===== src/status_lamp_defines.svh =====
// Constants for the status output and lamp block: offsets, fields, resets, times.
// Assumes inclusion by bare name from the main design file and the bench.
`ifndef STATUS_LAMP_DEFINES_SVH
`define STATUS_LAMP_DEFINES_SVH

// Register byte offsets
`define OFS_CTRL      12'h000
`define OFS_SRC       12'h004
`define OFS_LAMP      12'h008
`define OFS_STATUS    12'h00c
`define OFS_IRQ_STAT  12'h010
`define OFS_IRQ_EN    12'h014
`define OFS_IRQ_CLR   12'h018
`define OFS_CARD      12'h01c

// Control register fields
`define CTRL_CFG_BIT   0
`define CTRL_WAKE_BIT  1
`define CTRL_IOL_END   2

// Lamp register fields
`define LAMP_COMB_BIT  0
`define LAMP_SAFETY_SWITCHING_OUTPUTS_EN   1

// Card register fields
`define CARD_LOAD_BIT  0
`define CARD_SAVE_BIT  1

// Interrupt bit positions
`define IRQ_SIG_DONE   0
`define IRQ_CARD_DONE  1
`define IRQ_WAKE       2
`define IRQ_WIDTH      3

// Reset values
`define SRC_RESET      3'h0
`define LAMP_RESET     2'h3

// Timing: display interval in seconds, clock in Hz
`define SIG_SHOW_S     30
`define CLK_HZ         25000000
`define FLASH_CYCLES   24'h5f5e10

`endif


===== src/status_lamp_pkg.sv =====
// Types shared by the status output and lamp block.
// Assumes the defines header is available by bare name.
package status_lamp_pkg;

  // Switching output source selection
  typedef enum logic [2:0] {
    SRC_ACK   = 3'b000,
    SRC_SAFE  = 3'b001,
    SRC_MUTE  = 3'b010,
    SRC_DIRT  = 3'b011,
    SRC_SYNC  = 3'b100,
    SRC_READY = 3'b101,
    SRC_OFF   = 3'b110
  } out_src_t;

  // Lamp colours
  typedef enum logic [1:0] {
    LAMP_OFF   = 2'b00,
    LAMP_WHITE = 2'b01,
    LAMP_GREEN = 2'b10,
    LAMP_RED   = 2'b11
  } lamp_color_t;

  // Shared line usage
  typedef enum logic [0:0] {
    LINE_SWITCH = 1'b0,
    LINE_COMM   = 1'b1
  } line_mode_t;

endpackage


===== src/pin_sync.sv =====
// Two-stage synchroniser for a bundle of pin levels.
// Assumes a single clock; enable freezes the stages.
`timescale 1ns/10ps
`default_nettype none
module pin_sync #(
  parameter int W = 8
) (
  input  wire logic         clk,
  input  wire logic         rst_n,
  input  wire logic         clkEn,
  input  wire logic [W-1:0] pinIn,
  output logic      [W-1:0] pinOut
);

  logic [W-1:0] stage1Reg; // First stage, read only by second

  // Two flops before any logic sees the pins
  always_ff @(posedge clk) begin
    if (!rst_n) begin
      stage1Reg <= '0;
      pinOut    <= '0;
    end else if (clkEn) begin
      stage1Reg <= pinIn;
      pinOut    <= stage1Reg;
    end
  end

endmodule
`default_nettype wire


===== src/status_output_and_lamp_logic.sv =====
// Status switching output, end-cap lamp driver, signal display timer and card transfer control.
// Assumes an APB master on clk, status pins from the safety core, lamp driver outside.
//
// Notes on behaviour
// - Idle line acts as high-side switching output
// - Wake-up request moves line to communication
// - One selectable output source, including off
// - Acknowledgment prompt is default source
// - Contamination source: dirt or weak signal
// - Sync source active only while synchronised
// - Ready, safety and muting sources follow status
// - Lamp faults never affect protective function
// - Muting-only and combined lamp colour modes
// - Safety lamp display may be disabled
// - Signal strength shown 30 s after power-up
// - Configuration keeps signal display on indefinitely
// - Card load and save both supported
`timescale 1ns/10ps
`default_nettype none
`include "status_lamp_defines.svh"
module status_output_and_lamp_logic
  import status_lamp_pkg::*;
#(
  parameter int SHOW_CYCLES = `SIG_SHOW_S * `CLK_HZ
) (
  input  wire logic        clk,
  input  wire logic        rst_n,
  input  wire logic        clkEn,
  // APB slave
  input  wire logic        psel,
  input  wire logic        penable,
  input  wire logic        pwrite,
  input  wire logic [11:0] paddr,
  input  wire logic [31:0] pwdata,
  output logic      [31:0] prdata,
  output logic             pready,
  output logic             pslverr,
  // Status pins from the safety core
  input  wire logic        ackPending,
  input  wire logic        safety_switching_outputs,
  input  wire logic        mutingActive,
  input  wire logic        overrideActive,
  input  wire logic        dirtWarning,
  input  wire logic        syncRun,
  input  wire logic        protective_sensor_unitReady,
  input  wire logic        wakeRequest,
  // Card controller handshake
  input  wire logic        cardBusy,
  output logic             cardLoad,
  output logic             cardSave,
  // Shared line: high-side output, enable low means driven
  output logic             lineOut,
  output logic             lineOe_n,
  output logic             lineCommMode,
  // Lamp and display
  output logic             lampWhite,
  output logic             lampGreen,
  output logic             lampRed,
  output logic             sigShow,
  output logic             irq
);

  // Synchronised status pins
  logic [8:0] pinRaw;
  logic [8:0] pinSync;
  assign pinRaw = {cardBusy, wakeRequest, protective_sensor_unitReady, syncRun, dirtWarning,
                   overrideActive, mutingActive, safety_switching_outputs, ackPending};

  pin_sync #(.W(9)) u_sync (
    .clk    (clk),
    .rst_n  (rst_n),
    .clkEn  (clkEn),
    .pinIn  (pinRaw),
    .pinOut (pinSync)
  );

  // Named views of the synchronised pins
  logic sAck, sSafe, sMute, sOvr, sDirt, sSync, sReady, sWake, sBusy;
  assign {sBusy, sWake, sReady, sSync, sDirt, sOvr, sMute, sSafe, sAck} = pinSync;

  // Registers
  logic                  cfgActive_reg;   // Configuration in progress
  out_src_t              src_reg;         // Switching output source
  logic                  lampComb_reg;    // Combined lamp mode
  logic                  lampSafeEn_reg;  // Safety part of lamp enabled
  line_mode_t            lineMode_reg;    // Shared line usage
  logic [`IRQ_WIDTH-1:0] irqStat_reg;     // Sticky events
  logic [`IRQ_WIDTH-1:0] irqEn_reg;       // Interrupt enables
  logic                  valid_reg;       // Sources evaluated since reset
  logic [31:0]           showCnt_reg;     // Display timer
  logic                  showDone_reg;    // Power-up interval over
  logic [23:0]           flashCnt_reg;    // Flash divider
  logic                  flash_reg;       // Flash phase
  logic                  busyDly_reg;     // Previous card busy
  logic                  wakeDly_reg;     // Previous wake level
  logic                  showDly_reg;     // Previous display state

  // Bus decode
  // Writes land at the access edge; reads are captured one edge earlier
  logic wrEn, rdEn, hit;
  assign wrEn    = psel && penable && pwrite && clkEn;
  assign rdEn    = psel && !penable && !pwrite;
  assign pready  = 1'b1;       // Zero wait states
  assign pslverr = psel && penable && !hit;

  // Address match helper
  function automatic logic isAddr(input logic [11:0] a, input logic [11:0] ofs);
    return a == ofs;
  endfunction

  always_comb begin
    if (isAddr(paddr, `OFS_CTRL)) hit = 1'b1;
    else if (isAddr(paddr, `OFS_SRC)) hit = 1'b1;
    else if (isAddr(paddr, `OFS_LAMP)) hit = 1'b1;
    else if (isAddr(paddr, `OFS_STATUS)) hit = 1'b1;
    else if (isAddr(paddr, `OFS_IRQ_STAT)) hit = 1'b1;
    else if (isAddr(paddr, `OFS_IRQ_EN)) hit = 1'b1;
    else if (isAddr(paddr, `OFS_IRQ_CLR)) hit = 1'b1;
    else if (isAddr(paddr, `OFS_CARD)) hit = 1'b1;
    else hit = 1'b0;
  end

  // Read data captured in setup so it is ready in the access phase
  always_ff @(posedge clk) begin
    if (!rst_n) begin
      prdata <= 32'h0;
    end else if (clkEn && rdEn) begin
      if (isAddr(paddr, `OFS_CTRL)) prdata <= {30'h0, lineMode_reg == LINE_COMM, cfgActive_reg};
      else if (isAddr(paddr, `OFS_SRC)) prdata <= {29'h0, src_reg};
      else if (isAddr(paddr, `OFS_LAMP)) prdata <= {30'h0, lampSafeEn_reg, lampComb_reg};
      else if (isAddr(paddr, `OFS_STATUS))
        prdata <= {21'h0, sigShow, sBusy, pinSync[6:0], lineOut, valid_reg};
      else if (isAddr(paddr, `OFS_IRQ_STAT)) prdata <= {29'h0, irqStat_reg};
      else if (isAddr(paddr, `OFS_IRQ_EN)) prdata <= {29'h0, irqEn_reg};
      else if (isAddr(paddr, `OFS_CARD)) prdata <= {30'h0, cardSave, cardLoad};
      else prdata <= 32'h0; // Clear register and unmapped read as zero
    end
  end

  // Configuration and lamp settings
  always_ff @(posedge clk) begin
    if (!rst_n) begin
      cfgActive_reg  <= 1'b0;
      src_reg        <= out_src_t'(`SRC_RESET);
      lampComb_reg   <= 1'(`LAMP_RESET);
      lampSafeEn_reg <= 1'(`LAMP_RESET >> 1);
    end else if (wrEn) begin
      if (isAddr(paddr, `OFS_CTRL)) begin
        cfgActive_reg <= pwdata[`CTRL_CFG_BIT];
      end else if (isAddr(paddr, `OFS_SRC)) begin
        // Unused code falls back to off, keeping one source only
        if (pwdata[2:0] > 3'h6) src_reg <= SRC_OFF;
        else src_reg <= out_src_t'(pwdata[2:0]);
      end else if (isAddr(paddr, `OFS_LAMP)) begin
        lampComb_reg   <= pwdata[`LAMP_COMB_BIT];
        lampSafeEn_reg <= pwdata[`LAMP_SAFETY_SWITCHING_OUTPUTS_EN];
      end
    end
  end

  // Line mode: wake-up takes the line, software hands it back
  always_ff @(posedge clk) begin
    if (!rst_n) begin
      lineMode_reg <= LINE_SWITCH;
      wakeDly_reg  <= 1'b0;
    end else if (clkEn) begin
      wakeDly_reg <= sWake;
      if (sWake && !wakeDly_reg) begin
        lineMode_reg <= LINE_COMM;
      end else if (wrEn && isAddr(paddr, `OFS_CTRL) && pwdata[`CTRL_IOL_END]) begin
        lineMode_reg <= LINE_SWITCH;
      end
    end
  end
  assign lineCommMode = lineMode_reg == LINE_COMM;

  // Source evaluation flag, output stays low until first evaluation
  always_ff @(posedge clk) begin
    if (!rst_n) valid_reg <= 1'b0;
    else if (clkEn) valid_reg <= 1'b1;
  end

  // Switching output from the selected source
  logic srcLevel;
  always_comb begin
    case (src_reg)
      SRC_ACK:   srcLevel = sAck;
      SRC_SAFE:  srcLevel = sSafe;
      SRC_MUTE:  srcLevel = sMute;
      SRC_DIRT:  srcLevel = sDirt;
      SRC_SYNC:  srcLevel = sSync;
      SRC_READY: srcLevel = sReady;
      default:   srcLevel = 1'b0;
    endcase
  end

  // Driven high-side only while the line is not communicating
  always_ff @(posedge clk) begin
    if (!rst_n) begin
      lineOut  <= 1'b0;
      lineOe_n <= 1'b1;
    end else if (clkEn) begin
      lineOut  <= valid_reg && lineMode_reg == LINE_SWITCH && srcLevel;
      lineOe_n <= lineMode_reg != LINE_SWITCH;
    end
  end

  // Flash divider for override indication
  // Free-running, so a flash starts in an arbitrary phase
  always_ff @(posedge clk) begin
    if (!rst_n) begin
      flashCnt_reg <= 24'h0;
      flash_reg    <= 1'b0;
    end else if (clkEn) begin
      if (flashCnt_reg == `FLASH_CYCLES) begin
        flashCnt_reg <= 24'h0;
        flash_reg    <= !flash_reg;
      end else begin
        flashCnt_reg <= flashCnt_reg + 24'h1;
      end
    end
  end

  // Lamp colour; output only, nothing reads it back
  lamp_color_t lampColor;
  always_comb begin
    if (sOvr) lampColor = flash_reg ? LAMP_WHITE : LAMP_OFF;
    else if (sMute) lampColor = LAMP_WHITE;
    else if (!lampComb_reg || !lampSafeEn_reg) lampColor = LAMP_OFF;
    else if (sSafe) lampColor = LAMP_GREEN;
    else lampColor = LAMP_RED;
  end

  // Registered lamp drive; the valid gate keeps it dark out of reset
  always_ff @(posedge clk) begin
    if (!rst_n) begin
      lampWhite <= 1'b0;
      lampGreen <= 1'b0;
      lampRed   <= 1'b0;
    end else if (clkEn) begin
      lampWhite <= valid_reg && lampColor == LAMP_WHITE;
      lampGreen <= valid_reg && lampColor == LAMP_GREEN;
      lampRed   <= valid_reg && lampColor == LAMP_RED;
    end
  end

  // Power-up signal strength display timer
  always_ff @(posedge clk) begin
    if (!rst_n) begin
      showCnt_reg  <= 32'h0;
      showDone_reg <= 1'b0;
    end else if (clkEn && !showDone_reg) begin
      if (showCnt_reg == 32'(SHOW_CYCLES - 1)) showDone_reg <= 1'b1;
      else showCnt_reg <= showCnt_reg + 32'h1;
    end
  end

  // Configuration overrides the timeout
  always_ff @(posedge clk) begin
    if (!rst_n) sigShow <= 1'b0;
    else if (clkEn) sigShow <= !showDone_reg || cfgActive_reg;
  end

  // Card transfer strobes: one-cycle pulses, ignored while busy
  // A request during a transfer is dropped, not queued
  always_ff @(posedge clk) begin
    if (!rst_n) begin
      cardLoad <= 1'b0;
      cardSave <= 1'b0;
    end else if (clkEn) begin
      cardLoad <= wrEn && isAddr(paddr, `OFS_CARD) && !sBusy && pwdata[`CARD_LOAD_BIT];
      cardSave <= wrEn && isAddr(paddr, `OFS_CARD) && !sBusy && !pwdata[`CARD_LOAD_BIT]
                  && pwdata[`CARD_SAVE_BIT];
    end
  end

  // Event detection
  // Delay flops reset low, the idle level of every source
  logic [`IRQ_WIDTH-1:0] evt;
  assign evt[`IRQ_SIG_DONE]  = showDly_reg && !sigShow;
  assign evt[`IRQ_CARD_DONE] = busyDly_reg && !sBusy;
  assign evt[`IRQ_WAKE]      = sWake && !wakeDly_reg;

  // Sticky status; set wins over clear
  // An event in the clear cycle is kept, so none is lost
  always_ff @(posedge clk) begin
    if (!rst_n) begin
      irqStat_reg <= '0;
      irqEn_reg   <= '0;
      busyDly_reg <= 1'b0;
      showDly_reg <= 1'b0;
    end else if (clkEn) begin
      busyDly_reg <= sBusy;
      showDly_reg <= sigShow;
      if (wrEn && isAddr(paddr, `OFS_IRQ_CLR))
        irqStat_reg <= (irqStat_reg & ~pwdata[`IRQ_WIDTH-1:0]) | evt;
      else
        irqStat_reg <= irqStat_reg | evt;
      if (wrEn && isAddr(paddr, `OFS_IRQ_EN)) irqEn_reg <= pwdata[`IRQ_WIDTH-1:0];
    end
  end

  // Level interrupt
  // Combinational, so it drops right after a clear or mask write
  assign irq = |(irqStat_reg & irqEn_reg);

endmodule
`default_nettype wire


===== config.mk =====
export PLATFORM = sky130hd
export DESIGN_NAME = status_output_and_lamp_logic
export DESIGN_NICKNAME = d
export VERILOG_FILES = /design/src/status_lamp_pkg.sv /design/src/pin_sync.sv /design/src/status_output_and_lamp_logic.sv
export VERILOG_INCLUDE_DIRS = /design/src
export SDC_FILE = /design/constraint.sdc
export NUM_CORES = 1
export LEC_CHECK = 0
export BUFFER_PORTS_ARGS = -buffer_cell sky130_fd_sc_hd__buf_4
export CORE_MARGIN = 5
export CORE_UTILIZATION = 57
export CTS_BUF_LIST = sky130_fd_sc_hd__clkbuf_8
export CTS_CLUSTER_SIZE = 14
export DETAILED_ROUTE_END_ITERATION = 8
export PLACE_DENSITY = 0.82
export SETUP_SLACK_MARGIN = 0.1
export SLEW_MARGIN = 20
export SYNTH_ARGS = -nofsm -noshare
export SYNTH_HDL_FRONTEND = slang
export SYNTH_SLANG_ARGS = --single-unit

===== constraint.sdc =====
create_clock -name clk -period 2.5 [get_ports clk]
set_input_delay 0 -clock clk [delete_from_list [all_inputs] [get_ports clk]]
set_output_delay 0 -clock clk [all_outputs]
set_load 0.02 [all_outputs]

==> out/metrics.cfg <==
[power]
power_density_nw_per_um2=541.2
clockPowerShare=0.354
power_frac_comb=0.079
pwr-share-seq=0.567
swShare=0.2588
net-switching-power_mw=0.8395
power_leakage_nw=2.299
ir_worst_vdd_mv=0.3183
intPower_mw=2.404

[clocking]
worst_skew_pair.late_latency_ns=0.39
cts_buffers=9
ctsResizeCount=0
clkSinkCount=112
cts-root-buf=clkbuf_8
path_clk_slew_ns=0.10
tritoncts=done
clock_path_buffers=2
htree_levels=3

[synth]
avgSynthCellArea_sq_um=8.635
async_reset_ff_frac=0
yosys-top-cells-area=dfxtp_1 43%, mux2i_1 7.6%, nor2_1 6.2%
seq_area_frac_synth=0.4278
yosys.area.top_type=dfxtp_1
synth_top_cell_area_share=0.4278
ys_seq_elements=112
synth_top_flop_cell=dfxtp_1
yosysWarningCount=0
ys_types=52
synth_edf_count=0
syn_area_sq_um=5241
netlist_instances=607

[sta]
period_share=0.9049
timing.final.ws_setup_ns=0.2378
fin_crit_ns=2.262
clock.fmax_ghz=0.4420
hold_viol_final=0
fin_setup_tns_ns=0
setup_violations=0
worst_pin_slew_ns=0.8102
clock-skew-final_ns=0.01334
rsz0062_at_grt=false
slew_viol_final=0
relSlewSlack=0.4557

[flow_run]
maxCapViolCount=0

[run_status]
status=finished, final reports clean

[die]
rows=35
dieArea_sq_um=11210
start_util=0.5754
pin_count=103
die_w_um=105.9
core_sq_um=9109
die_h_um=105.9

[detailed_routing]
drt_iter0_markers=208
drt-pass1-iter-count=5
vias=4470
viasPerCell=5.723
finalWirelength_mm=11.96
antenna_left=0
wire_per_inst_um=15.31
route.detailed.drc=0

[grt]
grt_pass1_vias=4137
antenna_found_initial=0
grt_pass1_wl_mm=20.08
grt_max_degree=46
track_usage=0.2171
overflow=0

[placement]
routabilityCongestion=0.8966
port_buffers=51
placement.cell_area_sq_um=5617
dpl_worst_slack_ns=0.2698
place_hpwl_mm=8.483

[layout]
area_delta_synth_final_pct=14.35
drive_above_1_share=0.1239
largest_reg_flops=32
nNetsFinal=727
stdcell_area_sq_um=5993
fillCellCount=746
layout_common_cells=112 x dfxtp_1, 86 x nor2_1, 58 x buf_4, 40 x mux2i_1, 37 x nand2_1
antennaDiodeCount=0
multi_input_area_sq_um=2709
layout_commonest_cell=dfxtp_1
seq_area_sq_um=2242

[setup_path]
worstPathMaxFanout=23
crit_chain=or4b_1 -> or4_1 -> or4_1 -> nand2_1 -> buf_12 -> nor2_1
crit_required_ns=2.78
cp-end-kind=register
slowest_stage=or4_1
crit_family=simple AND/OR/NAND/NOR gates
path_class=reg2reg
max_stage_delay_ns=0.52
path_common_cell=or4_1
arrival_ns=2.54
cp-start-kind=register
path_buf_inv=1

[worst_hold_path]
hp-class=in2reg

worst register-to-register path, delay by kind of cell (launching register included):
family                 cells  cell delay [ns]
and+or+nand+nor            5             1.65
DFF                        1             0.35
buffers and inverters      1             0.17
metal layers:
layer	part of all wire	global-route usage
met3	0.065	0.03339
met1	0.44	0.2950
met5	0	0
met4	0.016	0.06846
met2	0.48	0.3561
cell usage after synthesis (all sizes together) (4+ instances only):
cell	count
mux2i	40
nor2b	4
clkbuf	18
a22o	8
or4	5
nand3	33
a21oi	28
and4	5
inv	21
and3	7
nand2b	11
nand2	37
and2	4
o21ai	20
nor4b	5
or3	13
nor3	16
nor2	86
buf	30
xor2	18
nor4	11
dfxtp	112
nand4	19
xnor2	19
cell type report:
| class | instances | share of cell area |
|---|---|---|
| multi-input cells | 446 | 0.4520 |
| repair buffers | 75 | 0.1027 |
| flip-flops and latches | 112 | 0.3741 |
| clock inverters | 7 | 0.01420 |
| clock buffers | 9 | 0.02067 |
| inverters | 21 | 0.01315 |
| well taps | 111 | 0.02317 |
cells by family (layout without fill, tap and decap cells):
logic type | count (synthesis) | in the layout | synth area share
AOI/OAI and AO/OA | 72 | 72 | 0.08379
xor gates and xnor gates | 37 | 37 | 0.06183
adders and majority gates | 3 | 3 | 0.007162
buffers and inverters | 69 | 112 | 0.06970
DFF | 112 | 112 | 0.4278
muxes | 43 | 43 | 0.08283
other | 2 | 22 | 0.001433
and+or+nand+nor | 269 | 269 | 0.2655
power by group through the flow:
stage | logic (mW) | clock network [mW] | registers, mW
CTS | 0.256 | 1.16 | 1.84
floorplan | 0.175 | 0 | 1.88
detailed placement | 0.238 | 0 | 1.88
global route | 0.282 | 1.24 | 1.85
global placement | 0.232 | 0 | 1.88
finish | 0.257 | 1.15 | 1.84
final timing paths:
path	slack, ns	startpoint	end	cells after the start
worst min-delay path	0.02	pwrite	prdata[0]	3
worst max-delay path	0.24	flashCnt_reg[13]	flashCnt_reg[13]	6
worst max register to register	0.24	flashCnt_reg[13]	flashCnt_reg[13]	6
worst min register to register	0.49	prdata[2]	prdata[2]	2
through the flow:
stage                       util  hold WS [ns]  instances  power, mW
after floorplan                -        0.1220        627      2.054
final                     0.6580       0.01881        781      3.244
after global routing      0.6580       0.05545        781      3.364
after CTS                 0.6571      0.001512        780      3.258
after detailed placement  0.6166        0.2446        748      2.119
after global placement    0.6166        0.2362        748      2.110
repair_timing:
action,4_1_cts,5_1_grt
endpoints found under the hold margin,25,0
hold buffers,16,0
endpoints found under the setup margin,0,1
setup buffers,0,1
(Power assumes the default switching activity.)
